`src/design/mcc_pkg.sv`:
```
// Purpose: Constants for the MAC command, transmit and receive config block
// Assumes: APB with 32-bit data, one byte register per word, 200 MHz clock
// Notes: Register byte address is four times the register index
// Overview of operation
// - Window writes program EEPROM only when enabled
// - Window start maps to EEPROM offset zero
// - Soft reset stops MAC, keeps addresses
// - Soft reset bit reads 1 until done
// - Command bits enable receiver and transmitter
// - Optionally clear performance counter after endpoint access
// - Reload bit reloads from EEPROM, self clears
// - Collision retries are 16 plus 16 per count
// - Retry exhaustion sets excessive collision flag
// - Gap field sets interframe gap per speed
// - Omit bit suppresses appended frame check
// - Tail bit puts header over check bytes
// - Accept frames failing check when enabled
// - Accept short frames only when enabled
// - Accept multicast selected by filter
// - Accept station match and broadcast by bits
// - Accept every multicast when enabled
// - Promiscuous mode accepts every physical frame
// - Station address sits at its offsets, loaded
// - Excessive collision is status bit five
package mcc_pkg;
    localparam logic [13:0] IDX_STATION = 14'h0120;
    localparam logic [13:0] IDX_MCAST = 14'h0126;
    localparam logic [13:0] IDX_CMD = 14'h012e;
    localparam logic [13:0] IDX_TCFG = 14'h012f;
    localparam logic [13:0] IDX_RCFG = 14'h0130;
    localparam logic [13:0] IDX_TSTAT = 14'h0132;
    localparam logic [13:0] IDX_EE_LO = 14'h1200;
    localparam logic [13:0] IDX_EE_HI = 14'h127f;
    localparam int CMD_EEWE = 5;
    localparam int CMD_SRST = 4;
    localparam int CMD_RXEN = 3;
    localparam int CMD_TXEN = 2;
    localparam int CMD_CLREN = 1;
    localparam int CMD_LOAD = 0;
    localparam logic [7:0] CMD_MASK = 8'h3f;
    localparam logic [7:0] TCFG_MASK = 8'hd9;
    localparam logic [7:0] RCFG_MASK = 8'hff;
    localparam int TCFG_OMIT = 0;
    localparam int RCFG_TAIL = 7;
    localparam int RCFG_BADFCS = 6;
    localparam int RCFG_SHORT = 5;
    localparam int RCFG_HASHMC = 4;
    localparam int RCFG_BCAST = 3;
    localparam int RCFG_AD = 2;
    localparam int RCFG_ANYMC = 1;
    localparam int RCFG_PROMISC = 0;
    localparam int TSTAT_EXCOL = 5;
    localparam logic [7:0] RESET_BYTE = 8'h00;
    localparam logic [6:0] RETRY_BASE = 7'd16;
    localparam int CLK_MHZ = 200;
    localparam int IFG10_BASE_NS = 8400;
    localparam int IFG10_STEP_NS = 400;
    localparam int IFG100_BASE_NS = 840;
    localparam int IFG100_STEP_NS = 40;
    localparam logic [11:0] IFG10_BASE_CYC = 12'((IFG10_BASE_NS * CLK_MHZ + 999) / 1000);
    localparam logic [11:0] IFG10_STEP_CYC = 12'((IFG10_STEP_NS * CLK_MHZ + 999) / 1000);
    localparam logic [11:0] IFG100_BASE_CYC = 12'((IFG100_BASE_NS * CLK_MHZ + 999) / 1000);
    localparam logic [11:0] IFG100_STEP_CYC = 12'((IFG100_STEP_NS * CLK_MHZ + 999) / 1000);
    localparam logic [5:0] EE_STATION_WORD = 6'h00;
    localparam logic [1:0] STATION_WORDS = 2'd3;
    localparam logic [15:0] SRST_CYCLES = 16'd16;
    typedef enum logic [1:0] {MCC_IDLE, MCC_BUS, MCC_LOAD} mcc_state_t;
endpackage

```
`src/design/mcc_top.sv`:
```
// Purpose: Command, transmit config and receive config registers of the MAC
// Assumes: APB slave, EEPROM reached through a word request port
// Notes: Byte registers sit in bits 7:0 of their word
//
// The APB slave port was left to the implementer.
`timescale 1ns/1ps
module mcc_top (
    // Clock and reset
    input wire logic clock,
    input wire logic rst,
    // APB slave
    input wire logic psel,
    input wire logic penable,
    input wire logic pwrite,
    input wire logic [15:0] paddr,
    input wire logic [31:0] pwdata,
    output logic [31:0] prdata,
    output logic pready,
    output logic pslverr,
    // EEPROM word port
    output logic ee_req,
    output logic ee_we,
    output logic [5:0] ee_addr,
    output logic [15:0] ee_wdata,
    input wire logic ee_ack,
    input wire logic [15:0] ee_rdata,
    // MAC core control
    output logic receive_enable,
    output logic transmit_enable,
    output logic fifo_reinit,
    output logic append_fcs,
    output logic [11:0] ifg_cycles,
    input wire logic speed_100,
    // Transmit collision handling
    input wire logic tx_start,
    input wire logic tx_collision,
    output logic tx_abort,
    // Receive filtering
    input wire logic rx_frame_end,
    input wire logic [47:0] rx_dest,
    input wire logic [5:0] rx_hash_idx,
    input wire logic rx_crc_ok,
    input wire logic rx_short,
    output logic rx_decide,
    output logic rx_accept,
    output logic rx_tail_hdr,
    // Interrupt endpoint counter
    input wire logic perf_event,
    input wire logic ep3_access,
    output logic [15:0] perf_count
);
    import mcc_pkg::*;

    mcc_state_t state_r;
    logic [31:0] prdata_r;
    logic pready_r, pslverr_r;
    logic ee_req_r, ee_we_r;
    logic [5:0] ee_addr_r;
    logic [15:0] ee_wdata_r;
    logic [7:0] station_r [6];
    logic [7:0] mcast_r [8];
    logic [7:0] cmd_r, tcfg_r, rcfg_r;
    logic excol_r;
    logic [15:0] srst_cnt_r;
    logic load_pend_r;
    logic [1:0] load_word_r;
    logic [6:0] retry_cnt_r;
    logic tx_abort_r, rx_decide_r, rx_accept_r;
    logic fifo_reinit_r, append_fcs_r, rx_tail_r;
    logic [11:0] ifg_r, ifg_nxt;
    logic [15:0] perf_r;

    logic [13:0] idx;
    logic access, wr_done, rd_done, in_win, mapped;
    logic [7:0] reg_rd;
    logic [6:0] retry_limit;
    logic accept_nxt, is_mcast, is_bcast, is_own;

    assign idx = paddr[15:2];
    assign access = psel && penable;
    assign wr_done = access && pready_r && pwrite;
    assign rd_done = access && pready_r && !pwrite;
    assign in_win = idx >= IDX_EE_LO && idx <= IDX_EE_HI;

    // Register read mux
    always_comb begin
        reg_rd = 8'h00;
        mapped = 1'b1;
        if (idx >= IDX_STATION && idx < IDX_MCAST) begin
            reg_rd = station_r[3'(idx - IDX_STATION)];
        end else if (idx >= IDX_MCAST && idx < IDX_CMD) begin
            reg_rd = mcast_r[3'(idx - IDX_MCAST)];
        end else if (idx == IDX_CMD) begin
            reg_rd = cmd_r & CMD_MASK;
        end else if (idx == IDX_TCFG) begin
            reg_rd = tcfg_r & TCFG_MASK;
        end else if (idx == IDX_RCFG) begin
            reg_rd = rcfg_r & RCFG_MASK;
        end else if (idx == IDX_RCFG + 14'h1) begin
            reg_rd = 8'h00;
        end else if (idx == IDX_TSTAT) begin
            reg_rd[TSTAT_EXCOL] = excol_r;
        end else begin
            mapped = in_win;
        end
    end

    // Bus and EEPROM sequencing
    always_ff @(posedge clock) begin
        if (rst) begin
            state_r <= MCC_IDLE;
            pready_r <= 1'b0;
            pslverr_r <= 1'b0;
            prdata_r <= 32'h0;
            ee_req_r <= 1'b0;
            ee_we_r <= 1'b0;
            ee_addr_r <= 6'h00;
            ee_wdata_r <= 16'h0000;
            load_word_r <= 2'd0;
        end else begin
            pready_r <= 1'b0;
            unique case (state_r)
                MCC_IDLE: begin
                    if (load_pend_r && !access) begin
                        state_r <= MCC_LOAD;
                        load_word_r <= 2'd0;
                        ee_req_r <= 1'b1;
                        ee_we_r <= 1'b0;
                        ee_addr_r <= EE_STATION_WORD;
                    end else if (access && !pready_r) begin
                        if (in_win && (!pwrite || cmd_r[CMD_EEWE])) begin
                            state_r <= MCC_BUS;
                            ee_req_r <= 1'b1;
                            ee_we_r <= pwrite;
                            ee_addr_r <= 6'((idx - IDX_EE_LO) >> 1);
                            ee_wdata_r <= pwdata[15:0];
                        end else begin
                            pready_r <= 1'b1;
                            pslverr_r <= !mapped;
                            prdata_r <= {24'h0, reg_rd};
                        end
                    end
                end
                MCC_BUS: begin
                    if (ee_ack) begin
                        state_r <= MCC_IDLE;
                        ee_req_r <= 1'b0;
                        pready_r <= 1'b1;
                        pslverr_r <= 1'b0;
                        prdata_r <= ee_we_r ? 32'h0 :
                            (paddr[2] ? {24'h0, ee_rdata[15:8]} : {16'h0, ee_rdata});
                    end
                end
                MCC_LOAD: begin
                    if (ee_ack) begin
                        if (load_word_r == STATION_WORDS - 2'd1) begin
                            state_r <= MCC_IDLE;
                            ee_req_r <= 1'b0;
                        end else begin
                            load_word_r <= load_word_r + 2'd1;
                            ee_addr_r <= ee_addr_r + 6'd1;
                        end
                    end
                end
                default: state_r <= MCC_IDLE;
            endcase
        end
    end

    // Station address and multicast filter
    always_ff @(posedge clock) begin
        if (rst) begin
            for (int i = 0; i < 6; i++) begin
                station_r[i] <= RESET_BYTE;
            end
            for (int i = 0; i < 8; i++) begin
                mcast_r[i] <= RESET_BYTE;
            end
        end else if (state_r == MCC_LOAD && ee_ack) begin
            station_r[{load_word_r, 1'b0}] <= ee_rdata[7:0];
            station_r[{load_word_r, 1'b1}] <= ee_rdata[15:8];
        end else if (wr_done && idx >= IDX_STATION && idx < IDX_MCAST) begin
            station_r[3'(idx - IDX_STATION)] <= pwdata[7:0];
        end else if (wr_done && idx >= IDX_MCAST && idx < IDX_CMD) begin
            mcast_r[3'(idx - IDX_MCAST)] <= pwdata[7:0];
        end
    end

    // Command register
    always_ff @(posedge clock) begin
        if (rst) begin
            cmd_r <= RESET_BYTE;
            srst_cnt_r <= 16'h0;
            load_pend_r <= 1'b1;
        end else begin
            if (srst_cnt_r != 16'h0) begin
                srst_cnt_r <= srst_cnt_r - 16'h1;
            end
            if (state_r == MCC_LOAD && ee_ack && load_word_r == STATION_WORDS - 2'd1) begin
                cmd_r[CMD_LOAD] <= 1'b0;
            end
            if (state_r == MCC_LOAD) begin
                load_pend_r <= 1'b0;
            end
            if (wr_done && idx == IDX_CMD) begin
                cmd_r <= pwdata[7:0] & CMD_MASK;
                if (pwdata[CMD_LOAD]) begin
                    load_pend_r <= 1'b1;
                end
                if (pwdata[CMD_SRST]) begin
                    srst_cnt_r <= SRST_CYCLES;
                    cmd_r[CMD_RXEN] <= 1'b0;
                    cmd_r[CMD_TXEN] <= 1'b0;
                end
            end else if (srst_cnt_r == 16'h1) begin
                cmd_r[CMD_SRST] <= 1'b0;
            end
            if (srst_cnt_r != 16'h0 && !(wr_done && idx == IDX_CMD)) begin
                cmd_r[CMD_RXEN] <= 1'b0;
                cmd_r[CMD_TXEN] <= 1'b0;
            end
        end
    end

    // Configuration registers
    always_ff @(posedge clock) begin
        if (rst) begin
            tcfg_r <= RESET_BYTE;
            rcfg_r <= RESET_BYTE;
        end else if (wr_done && idx == IDX_TCFG) begin
            tcfg_r <= pwdata[7:0] & TCFG_MASK;
        end else if (wr_done && idx == IDX_RCFG) begin
            rcfg_r <= pwdata[7:0] & RCFG_MASK;
        end
    end

    // MAC control outputs
    always_comb begin
        if (speed_100) begin
            ifg_nxt = IFG100_BASE_CYC + IFG100_STEP_CYC * {10'h0, tcfg_r[4:3]};
        end else begin
            ifg_nxt = IFG10_BASE_CYC + IFG10_STEP_CYC * {10'h0, tcfg_r[4:3]};
        end
    end

    always_ff @(posedge clock) begin
        if (rst) begin
            fifo_reinit_r <= 1'b0;
            append_fcs_r <= 1'b1;
            rx_tail_r <= 1'b0;
            ifg_r <= IFG10_BASE_CYC;
        end else begin
            fifo_reinit_r <= srst_cnt_r != 16'h0;
            append_fcs_r <= !tcfg_r[TCFG_OMIT];
            rx_tail_r <= rcfg_r[RCFG_TAIL];
            ifg_r <= ifg_nxt;
        end
    end

    // Collision retries and excessive collision flag
    assign retry_limit = RETRY_BASE + {tcfg_r[7:6], 4'h0};

    always_ff @(posedge clock) begin
        if (rst) begin
            retry_cnt_r <= 7'd0;
            tx_abort_r <= 1'b0;
        end else begin
            tx_abort_r <= 1'b0;
            if (tx_start || srst_cnt_r != 16'h0) begin
                retry_cnt_r <= 7'd0;
            end else if (tx_collision && cmd_r[CMD_TXEN]) begin
                if (retry_cnt_r == retry_limit) begin
                    tx_abort_r <= 1'b1;
                    retry_cnt_r <= 7'd0;
                end else begin
                    retry_cnt_r <= retry_cnt_r + 7'd1;
                end
            end
        end
    end

    always_ff @(posedge clock) begin
        if (rst) begin
            excol_r <= 1'b0;
        end else if (tx_abort_r) begin
            excol_r <= 1'b1;
        end else if ((rd_done && idx == IDX_TSTAT) || ep3_access) begin
            excol_r <= 1'b0;
        end
    end

    // Receive acceptance filter
    assign is_bcast = &rx_dest;
    assign is_mcast = rx_dest[0] && !is_bcast;
    assign is_own = rx_dest == {station_r[5], station_r[4], station_r[3],
                                station_r[2], station_r[1], station_r[0]};

    always_comb begin
        accept_nxt = 1'b0;
        if (is_bcast) begin
            accept_nxt = rcfg_r[RCFG_BCAST];
        end else if (is_mcast) begin
            accept_nxt = rcfg_r[RCFG_ANYMC] ||
                (rcfg_r[RCFG_HASHMC] && mcast_r[rx_hash_idx[5:3]][rx_hash_idx[2:0]]);
        end else begin
            accept_nxt = rcfg_r[RCFG_PROMISC] || (rcfg_r[RCFG_AD] && is_own);
        end
        if (!rx_crc_ok && !rcfg_r[RCFG_BADFCS]) begin
            accept_nxt = 1'b0;
        end
        if (rx_short && !rcfg_r[RCFG_SHORT]) begin
            accept_nxt = 1'b0;
        end
    end

    always_ff @(posedge clock) begin
        if (rst) begin
            rx_decide_r <= 1'b0;
            rx_accept_r <= 1'b0;
        end else begin
            rx_decide_r <= rx_frame_end && cmd_r[CMD_RXEN];
            rx_accept_r <= rx_frame_end && cmd_r[CMD_RXEN] && accept_nxt;
        end
    end

    // Interrupt endpoint performance counter
    always_ff @(posedge clock) begin
        if (rst) begin
            perf_r <= 16'h0;
        end else if (ep3_access && cmd_r[CMD_CLREN]) begin
            perf_r <= {15'h0, perf_event};
        end else if (perf_event) begin
            perf_r <= perf_r + 16'h1;
        end
    end

    assign prdata = prdata_r;
    assign pready = pready_r;
    assign pslverr = pslverr_r;
    assign ee_req = ee_req_r;
    assign ee_we = ee_we_r;
    assign ee_addr = ee_addr_r;
    assign ee_wdata = ee_wdata_r;
    assign receive_enable = cmd_r[CMD_RXEN];
    assign transmit_enable = cmd_r[CMD_TXEN];
    assign fifo_reinit = fifo_reinit_r;
    assign append_fcs = append_fcs_r;
    assign ifg_cycles = ifg_r;
    assign tx_abort = tx_abort_r;
    assign rx_decide = rx_decide_r;
    assign rx_accept = rx_accept_r;
    assign rx_tail_hdr = rx_tail_r;
    assign perf_count = perf_r;
endmodule

```
`config.mk`:
```
export PLATFORM = sky130hd
export DESIGN_NAME = mcc_top
export DESIGN_NICKNAME = d
export VERILOG_FILES = /design/src/design/mcc_pkg.sv /design/src/design/mcc_top.sv
export SDC_FILE = /design/constraint.sdc
export NUM_CORES = 1
export LEC_CHECK = 0
export BUFFER_PORTS_ARGS = -buffer_cell sky130_fd_sc_hd__buf_2
export CORE_UTILIZATION = 35
export CTS_CLUSTER_DIAMETER = 100
export DETAILED_ROUTE_END_ITERATION = 8
export PLACE_DENSITY = 0.62
export SYNTH_ARGS = -nofsm -noshare
export SYNTH_HDL_FRONTEND = slang
export SYNTH_SLANG_ARGS = --single-unit
```
`constraint.sdc`:
```
create_clock -name clock -period 7.12 [get_ports clock]
set_input_delay 1.424 -clock clock [delete_from_list [all_inputs] [get_ports clock]]
set_output_delay 1.424 -clock clock [all_outputs]
set_load 0.03 [all_outputs]
```
# Word-level counts from Yosys, hierarchy flattened
# Memory sizes are Yosys's and may differ from the RTL's.
# Cells that the tools add are included.
[classes] addsub=11 n_mul=1 n_reduce_logical=73 eq_ne=21 bitwise=3 order_cmp=7 n_mux=107
[ops] op="$mux 32" n=4
[ops] op="$mux 16" n=5
[ops] op="$mux 8" n=9
[ops] op="$eq 14x9->1 const B" n=5
[ops] op="$pmux 32 s2" n=1
[ops] op="$mux 1" n=60
[ops] op="$eq 48x48->1" n=1
[ops] op="$reduce_and 48->1" n=1
[ops] op="$reduce_or 8->1" n=4
[ops] op="$logic_and 1x1->1" n=30
[ops] op="$mux 6" n=5
[ops] op="$ge 14x9->1 const B" n=2
[ops] op="$lt 14x9->1 const B" n=2
[ops] op="$mux 2" n=10
[ops] op="$add 16x1->16 const B" n=1
[ops] op="$eq 16x1->1 const B" n=1
[ops] op="$reduce_bool 16->1" n=1
[ops] op="$reduce_bool 2->1" n=8
[ops] op="$sub 16x1->16 const B" n=1
[ops] op="$reduce_and 5->1" n=3
[ops] op="$ge 14x13->1 const B" n=1
[ops] op="$le 14x13->1 const B" n=1
[ops] op="$ne 2x2->1 const B" n=7
[ops] op="$add 11x9->12 const A" n=1
[ops] op="other kinds (35)" n=59
[word_totals] output_inout_bits=94 mem_bits_rw=112 reg_bits=140 inputBits=132 memories=2
[mem_list] memory="mcast_r" depth=8 word_bits=8 rd=2 rd_clocked_by_memory_dff=0 write_ports=8 line="mcc_top.sv:61" rtl="logic [7:0] mcast_r [8];"
[mem_list] memory="station_r" depth=6 word_bits=8 rd=7 rd_clocked_by_memory_dff=0 write_ports=6 line="mcc_top.sv:60" rtl="logic [7:0] station_r [6];"

# Longest topological paths before layout
# Gate-level depths: netlist of the first run.
[depth] depth_word=14 mapped_depth=10

# Worst setup path before layout of the first run
# Ideal clock, no wire load.
[synth_timing] path_kind="input-to-reg" startpoint="input port paddr[3]" endpoint="register prdata_r[5], in the netlist prdata[5]" arrival_time_ps=3575 path_slack_ps=3413 path_stages=10 path_cell_list="buf_2 -> buf_1 -> inv_1 -> ha_1 -> buf_1 -> mux4_2 -> nand2_1 -> a41oi_1 -> a211oi_1 -> nor3_1"
[synth_via] elab_chain_cells=12 word_cells_on_any_way=32
[synth_lines] element="start, declared" line="mcc_top.sv:15" rtl="input wire logic [15:0] paddr,"
[synth_lines] element="$eq 14x9->1" line="mcc_top.sv:101" rtl="end else if (idx == IDX_TSTAT) begin"
[synth_lines] element="$mux 1" line="mcc_top.sv:101"
[synth_lines] element="$mux 1" line="mcc_top.sv:99" rtl="end else if (idx == IDX_RCFG + 14'h1) begin"
[synth_lines] element="$mux 8" line="mcc_top.sv:97" rtl="end else if (idx == IDX_RCFG) begin"
[synth_lines] element="$mux 8" line="mcc_top.sv:95" rtl="end else if (idx == IDX_TCFG) begin"
[synth_lines] element="$mux 8" line="mcc_top.sv:93" rtl="end else if (idx == IDX_CMD) begin"
[synth_lines] element="$mux 8" line="mcc_top.sv:91" rtl="end else if (idx >= IDX_MCAST && idx < IDX_CMD) begin"
[synth_lines] element="$mux 8" line="mcc_top.sv:89" rtl="if (idx >= IDX_STATION && idx < IDX_MCAST) begin"
[synth_lines] element="$mux 32" line="mcc_top.sv:131" rtl="if (in_win && (!pwrite || cmd_r[CMD_EEWE])) begin"
[synth_lines] element="$mux 32" line="mcc_top.sv:130" rtl="end else if (access && !pready_r) begin"
[synth_lines] element="$mux 32" line="mcc_top.sv:124" rtl="if (load_pend_r && !access) begin"
[synth_lines] element="$pmux 32 s2" line="mcc_top.sv:122" rtl="unique case (state_r)"
[synth_lines] element="end signal, assigned" line="mcc_top.sv:140" rtl="prdata_r <= {24'h0, reg_rd};"
[synth_lines] element="end signal, assigned" line="mcc_top.sv:150" rtl="prdata_r <= ee_we_r ? 32'h0 :"
[synth_lines] element="end, declared" line="mcc_top.sv:55" rtl="logic [31:0] prdata_r;"
# Parallel ways exist; a longest one is shown, timed or not. The select of a mux whose other input is x is not followed.
# A chain may end at the register's enable or synchronous reset.

==> results of run 1 <==
[area by class of cell]
type,count,area (sq um)
diodes,2,5.005
clock buffers,38,810.8
clock inverters,14,150.1
fillers,3693,22000
inverters,32,120.1
multi-input cells,938,6543
flip-flops and latches,247,6226
well taps,511,639.4
repair buffers,194,991.0
[worst max path at each step]
stage | start | to | cells past startpoint
after detailed placement | paddr[14] | mcast_r[2][7] | 6
final | paddr[14] | mcast_r[6][7] | 6
after global placement | paddr[14] | mcast_r[6][7] | 6
after floorplan | paddr[3] | prdata[5] | 10
after global routing | paddr[14] | mcast_r[2][4] | 6
after CTS | paddr[14] | mcast_r[6][7] | 6
[power by group]
group          switching (mW)  leakage, nW  internal (mW)
Combinational           0.552         3.49          0.315
Clock                   0.595        0.471          0.905
Sequential             0.0950         2.23           1.60
[registers in the layout (all words and copies together), names as in the netlist, 2 cells and up]
| name | flops |
|---|---|
| cmd_r | 6 |
| ee_addr | 6 |
| ee_wdata | 16 |
| ifg_cycles | 7 |
| load_word_r | 2 |
| mcast_r | 64 |
| perf_count | 16 |
| prdata | 16 |
| rcfg_r | 8 |
| retry_cnt_r | 7 |
| srst_cnt_r | 16 |
| state_r | 2 |
| station_r | 64 |
| tcfg_r | 5 |
[cell families (layout without fill, tap and decap cells)]
group | after synthesis | after routing | share of synthesized area (%)
flip-flops | 247 | 247 | 46.83
other | 1 | 22 | 0.02821
XOR/XNOR | 68 | 68 | 4.480
multiplexers | 96 | 96 | 11.65
AO/OA/AOI/OAI | 195 | 195 | 9.712
AND/OR/NAND/NOR | 536 | 536 | 20.60
adder cells (fa/ha/maj) | 23 | 23 | 2.165
buffers and inverters | 128 | 278 | 4.536
[metrics by stage]
step / hold slack [ns] / setup WS, ns / utilization [%] / area, sq um / power, mW
2_1_floorplan: 0.3823 / 3.413 / - / 13370 / 2.330
5_1_grt: 0.4770 / 2.718 / 41.31 / 15480 / 4.243
6_report: 0.4356 / 2.879 / 41.31 / 15480 / 4.064
3_3_place_gp: 0.4245 / 2.407 / 38.73 / 14520 / 2.563
4_1_cts: 0.4424 / 2.954 / 41.29 / 15480 / 4.084
3_5_place_dp: 0.4348 / 2.372 / 38.73 / 14520 / 2.588
[cell usage after synthesis, types with 8 or more instances]
master / number / area (sq um)
xnor2_1: 32 / 280.3
nor2b_1: 14 / 87.58
xor2_1: 36 / 315.3
mux2_2: 10 / 112.6
nand4_1: 28 / 175.2
inv_1: 31 / 116.4
edfxtp_1: 128 / 3844
a211oi_1: 15 / 112.6
a21oi_1: 58 / 290.3
ha_1: 23 / 287.8
buf_2: 20 / 100.1
nand2_1: 193 / 724.4
buf_4: 26 / 195.2
nor4_1: 16 / 100.1
and3_1: 74 / 462.9
or3_1: 8 / 50.05
nor2_1: 95 / 356.6
nand3_1: 31 / 155.2
mux4_2: 46 / 1036
mux2i_1: 40 / 400.4
clkbuf_1: 44 / 165.2
o21ai_0: 37 / 185.2
nand2b_1: 12 / 75.07
a21o_1: 9 / 67.56
dfxtp_1: 119 / 2382
nor3_1: 17 / 85.08
a22o_1: 17 / 148.9
[per-layer routing]
layer	GRT usage, %	vias to the layer above	routed length, um
met3	3.474	66	3604
met4	7.149	0	1273
met2	32.22	518	18380
li1	-	5003	-
met1	30.21	5316	18360
met5	0	-	0
==> results_dict.tcl, run 1 <==
set metrics [dict create \
    num_rows 71 \
    yosysSeqAreaShare_pct 46.83 \
    critPathMaxFanout 36 \
    r2r_end "mcast_r[6][7]" \
    cp-end-kind "flip-flop" \
    rsz0062_at_grt "false" \
    via_per_inst 5.518 \
    die_h_um 196.9 \
    hold_end "append_fcs" \
    synthCells 1294 \
    grt_pass1_wl_um 62030 \
    final_common_cell "nand2_1" \
    tightest_slew_ns 1.225 \
    cts_buffers 28 \
    fin_skew_ns 0.01012 \
    synth.distinct_cells 69 \
    leakagePower_nw 6.192 \
    area_growth_pct 16.47 \
    slowest_stage "nor3_4" \
    hold_viol 0 \
    fin_cells 1976 \
    vias 10900 \
    fin_crit_sh_pct 59.57 \
    maxSlewViolCount 0 \
    drc 0 \
    drt-total-wl_um 41620 \
    nets 1596 \
    fp.dieW_um 196.9 \
    synth-seq-cells 247 \
    grt_max_degree 72 \
    fin_crit_ns 4.241 \
    cts_tree "yes" \
    antenna_found_initial 2 \
    status "completed" \
    async_reset_ff_share_pct 0 \
    start_util_pct 35.46 \
    gp_congestion 0.8844 \
    portBuffers 187 \
    netlist_area_sq_mm 0.01330 \
    cap_violations 0 \
    dieArea_sq_mm 0.03877 \
    critPathKind "input pin to flip-flop" \
    htree_num_levels 1 \
    first_global_vias 10310 \
    setup_viol 0 \
    cts_resized 0 \
    drt_iter0_markers 785 \
    hold_start "tcfg_r[0]" \
    worstHoldPathCells 1 \
    grt_overflow 0 \
    ioPinCount 226 \
    clock_tree.root_cell "clkbuf_16" \
    most-common-layout-cells "nand2_1, buf_2, edfxtp_1" \
    syn_avg_cell_area_sq_um 10.27 \
    synthFlopType "edfxtp_1" \
    cp_slowest_stage_delay_ns 1.05 \
    reg2reg_slack_ns 3.55 \
    critical-path-top-delay-family "simple AND/OR/NAND/NOR gates" \
    critPathBufInv 1 \
    path_clk_slew_ns 0.06 \
    gr-usage-all-layers_pct 21.11 \
    drt_pass1_iterations 6 \
    numClockSinks 247 \
    worstPathCellList "buf_2 -> or4b_1 -> nor2_1 -> o311ai_2 -> nor3_4 -> a21o_1" \
    start_kind "input pin" \
    r2r_cells 7 \
    synth-edff-count 128 \
    ctsHoldBuffers 0 \
    dp_cells 1922 \
    layout-drive-gt1-share_pct 21.60 \
    ys_warn_count 0 \
    r2r-start "state_r[0]" \
    hold_class "flip-flop to flip-flop" \
    wl_per_cell_um 21.06 \
    setup_tns_ns 0 \
    hpwlAfterDp_um 30090 \
    power.density_mw_per_mm2 262.5 \
    worstPathRequired_ns 7.33 \
    coreArea_sq_mm 0.03749 \
    fmax_mhz 235.8 \
    worstSkewPairLatency_ns 0.56 \
    arrival_ns 4.45 \
    ant_nets 0 \
    ir_drop_mv 0.1578 \
    cts.path.max_buffers 3 \
    maxSlewHeadroom_pct 18.09 \
    post-cts-setup-buffers 0 \
]
No activity file was read; power rests on OpenSTA's default activity.
==> run 2, diff against run 1 <==
- clock period: 7.12 -> 4.35 ns (I/O delays scaled with it)
==> results_dict.tcl, run 2 (synthesized netlist as in run 1, its figures left out) <==
set metrics [dict create \
    numClockSinks 247 \
    portBuffers 187 \
    critical-path-top-delay-family "simple AND/OR/NAND/NOR gates" \
    fp.dieW_um 196.9 \
    nets 1611 \
    via_per_inst 5.446 \
    gp_congestion 0.8857 \
    most-common-layout-cells "nand2_1, buf_2, edfxtp_1" \
    critPathBufInv 1 \
    worstPathCellList "buf_2 -> or4_1 -> nor2_1 -> o311ai_2 -> nor3_4 -> a21o_1" \
    maxSlewViolCount 0 \
    tightest_slew_ns 1.015 \
    worstPathRequired_ns 4.56 \
    drt-total-wl_um 41420 \
    drt_iter0_markers 988 \
    clock_tree.root_cell "clkbuf_16" \
    hpwlAfterDp_um 30360 \
    area_growth_pct 17.29 \
    cts.path.max_buffers 3 \
    fin_skew_ns 0.01470 \
    gr-usage-all-layers_pct 21.17 \
    coreArea_sq_mm 0.03749 \
    cap_violations 0 \
    ctsHoldBuffers 0 \
    die_h_um 196.9 \
    cts_tree "yes" \
    hold_viol 0 \
    cts_resized 0 \
    start_util_pct 35.46 \
    drc 0 \
    ir_drop_mv 0.2856 \
    cts_buffers 29 \
    vias 10850 \
    critPathMaxFanout 13 \
    cp_slowest_stage_delay_ns 0.75 \
    start_kind "input pin" \
    final_common_cell "nand2_1" \
    reg_top3 "mcast_r: 64 flops, station_r: 64 flops" \
    num_rows 71 \
    first_global_vias 10340 \
    wl_per_cell_um 20.79 \
    rsz0062_at_grt "false" \
    arrival_ns 3.29 \
    fin_cells 1992 \
    htree_num_levels 1 \
    ioPinCount 226 \
    grt_max_degree 56 \
    layout-drive-gt1-share_pct 22.33 \
    setup_viol 0 \
    setup_tns_ns 0 \
    post-cts-setup-buffers 0 \
    fin_crit_sh_pct 70.95 \
    antenna_found_initial 2 \
    status "completed" \
    fmax_mhz 324.0 \
    dieArea_sq_mm 0.03877 \
    hold_class "flip-flop to flip-flop" \
    ant_nets 0 \
    cp-end-kind "flip-flop" \
    drt_pass1_iterations 6 \
    fin_crit_ns 3.087 \
    path_clk_slew_ns 0.06 \
    leakagePower_nw 6.264 \
    power.density_mw_per_mm2 424.5 \
    dp_cells 1936 \
    worstSkewPairLatency_ns 0.56 \
    grt_pass1_wl_um 62590 \
    maxSlewHeadroom_pct 32.33 \
    slowest_stage "or4_1" \
    grt_overflow 0 \
    critPathKind "input pin to flip-flop" \
]
-- run 2: cell types whose count changed in the layout (fill, tap and decap cells not counted), moves of 2 or more --
cell	change
clkbuf_1	+5
clkbuf_4	+3
clkbuf_8	+2
inv_6	-2
bufinv_16	-2
buf_4	+13
clkinv_1	-4
-- run 2: routing by layer --
metal | share of wire, % | GRT usage, % | wire (um)
met1 | 45 | 29.89 | 18450
met2 | 45 | 33.11 | 18450
met3 | 8.1 | 3.371 | 3336
met4 | 2.9 | 6.776 | 1189
met5 | 0 | 0 | 0
-- run 2: stage by stage --
stage | worst slack, ns | hold slack, ns | power [mW] | util (%) | area, sq um
2_1_floorplan | 1.197 | 0.3823 | 3.814 | - | 13370
3_3_place_gp | 0.6959 | 0.4246 | 4.197 | 39.04 | 14640
3_5_place_dp | 0.7009 | 0.4283 | 4.222 | 39.04 | 14640
4_1_cts | 1.292 | 0.4508 | 6.665 | 41.58 | 15590
5_1_grt | 1.074 | 0.4637 | 6.910 | 41.59 | 15590
6_report | 1.263 | 0.4489 | 6.620 | 41.60 | 15590
-- run 2: worst paths after layout --
| check | startpoint | endpoint | slack, ns | depth (start not counted) |
|---|---|---|---|---|
| setup / recovery | paddr[13] | mcast_r[7][3] | 1.26 | 6 |
| hold / removal | ee_wdata[15] | ee_wdata[15] | 0.45 | 2 |
| setup reg to reg | state_r[0] | mcast_r[7][3] | 1.31 | 7 |
| hold reg to reg | ee_wdata[15] | ee_wdata[15] | 0.45 | 2 |
-- run 2: power by group --
group	internal [mW]	leakage, nW	switching [mW]
clock	1.46	0.469	0.968
sequential	2.62	2.23	0.151
combinational	0.517	3.56	0.899
total	4.60	6.26	2.02
-- run 2: layout make-up --
class / instances / area [sq um]
Timing Repair Buffer: 208 / 1109
Fill cell: 3718 / 21890
Antenna cell: 3 / 7.507
Inverter: 32 / 120.1
Clock inverter: 4 / 45.04
Sequential cell: 247 / 6226
Multi-Input combinational cell: 938 / 6543
Tap cell: 511 / 639.4
Clock buffer: 49 / 904.6
-- run 2: tightest hold or removal path, stage by stage, from the launching register on --
cell	delay, ns
dfxtp_1	0.30
nand2_1	0.05
a21oi_1	0.05
==> run 3, diff against run 2 <==
- PLACE_DENSITY: 0.62 -> 0.64
- clock period: 4.35 -> 2.8 ns (I/O delays scaled with it)
==> results_dict.tcl, run 3 (synthesized netlist as in run 1, its figures left out) <==
set metrics [dict create \
    cts_resized 0 \
    cts.path.max_buffers 3 \
    critical-path-top-delay-family "simple AND/OR/NAND/NOR gates" \
    crit_path_frequent_cell "nand2_1" \
    critPathMaxFanout 8 \
    worstHoldPathCells 3 \
    portBuffers 187 \
    status "completed" \
    maxSlewViolCount 0 \
    dieArea_sq_mm 0.03877 \
    die_h_um 196.9 \
    r2r_cells 8 \
    slowest_stage "or3_1" \
    setup_tns_ns 0 \
    ant_nets 0 \
    via_per_inst 5.485 \
    path_clk_slew_ns 0.06 \
    ir_drop_mv 0.4749 \
    numClockSinks 247 \
    hpwlAfterDp_um 31890 \
    clock_tree.root_cell "clkbuf_16" \
    cp_slowest_stage_delay_ns 0.48 \
    drc 0 \
    coreArea_sq_mm 0.03749 \
    antenna_found_initial 1 \
    vias 11250 \
    fmax_mhz 402.9 \
    cts_tree "yes" \
    fin_crit_sh_pct 88.65 \
    post-route-util_pct 42.97 \
    layout-drive-gt1-share_pct 25.19 \
    leakagePower_nw 6.575 \
    post-cts-setup-buffers 0 \
    worstSkewPairLatency_ns 0.57 \
    fin_crit_ns 2.482 \
    setup_viol 0 \
    grt_pass1_wl_um 64360 \
    final_common_cell "nand2_1" \
    finalPower_mw 10.20 \
    gp_congestion 0.9129 \
    critPathBufInv 2 \
    ctsHoldBuffers 0 \
    crit_cells 8 \
    grt_max_degree 57 \
    start_kind "flip-flop" \
    area_growth_pct 21.17 \
    cp-end-kind "flip-flop" \
    antenna_cells 0 \
    start_util_pct 35.46 \
    fin_skew_ns 0.01871 \
    tightest_slew_ns 0.7002 \
    nets 1672 \
    ioPinCount 226 \
    htree_num_levels 1 \
    hold_viol 0 \
    drt-total-wl_um 42650 \
    wl_per_cell_um 20.79 \
    cts_buffers 29 \
    power.density_mw_per_mm2 633.2 \
    num_rows 71 \
    drt_iter0_markers 980 \
    pre_cts_ws_ns 0.01176 \
    reg_top3 "mcast_r: 64 flops, station_r: 64 flops" \
    arrival_ns 2.76 \
    maxSlewHeadroom_pct 53.32 \
    rsz0062_at_grt "false" \
    drt_pass1_iterations 5 \
    gr-usage-all-layers_pct 21.73 \
    fill_cells 3668 \
    worstPathCellList "inv_1 -> ha_1 -> nand2_1 -> nand2_1 -> or3_1 -> nor3_4 -> a21o_1 -> buf_4" \
    most-common-layout-cells "nand2_1, buf_2, edfxtp_1" \
    first_global_vias 10940 \
    cap_violations 0 \
    critPathKind "flip-flop to flip-flop" \
    hold_class "input pin to flip-flop" \
    worstPathRequired_ns 3.08 \
    fp.dieW_um 196.9 \
    worst_slack_ns 0.3179 \
    grt_overflow 0 \
]
==> run 3: cell count changes in the layout (fill, tap and decap cells not counted), sizes merged <==
cell,change
buf,+61
inv,+2
clkbuf,-6
clkinv,+5
diode,-3
==> run 3: power by group <==
part / total, mW / switching (mW) / internal, mW / leakage, nW
clock network: 3.59 / 1.52 / 2.07 / 0.437
logic: 2.29 / 1.41 / 0.881 / 3.90
registers: 4.32 / 0.246 / 4.07 / 2.23
total: 10.2 / 3.18 / 7.02 / 6.57
==> run 3: routing by layer <==
layer	part of all wire, %	track usage, %
met1	43	29.93
met2	46	34.67
met3	7.7	3.183
met4	3.5	7.867
met5	0.023	0
==> run 3: per-stage QoR <==
step | instance area [sq um] | hold WS, ns | std cells
finish | 16110 | 0.2230 | 2051
global route | 16110 | 0.2200 | 2051
CTS | 16110 | 0.1970 | 2051
detailed placement | 15220 | 0.4220 | 1997
global placement | 15220 | 0.4217 | 1997
floorplan | 13370 | 0.3823 | 1313
==> run 3: path summary, 6_finish.rpt <==
path	end	slack (ns)	startpoint
setup / recovery	mcast_r[5][2]	0.32	state_r[0]
hold / removal	ee_wdata[15]	0.22	pwdata[15]
setup reg to reg	mcast_r[5][2]	0.32	state_r[0]
hold reg to reg	append_fcs	0.45	tcfg_r[0]
==> run 3: worst register-to-register path, cell delays in order, from the launching register on <==
cell,delay [ns]
dfxtp_1,0.37
inv_1,0.08
ha_1,0.22
nand2_1,0.18
nand2_1,0.18
or3_1,0.48
nor3_4,0.32
a21o_1,0.20
buf_4,0.16
==> run 3: final cells by class <==
type	count	area [sq um]	area share, %
multi-input combinational	938	6543	40.61
sequential	247	6226	38.65
timing repair buffer	269	1692	10.50
clock buffer	43	802.0	4.979
tap	511	639.4	3.969
inverter	32	120.1	0.7456
clock inverter	11	87.58	0.5437
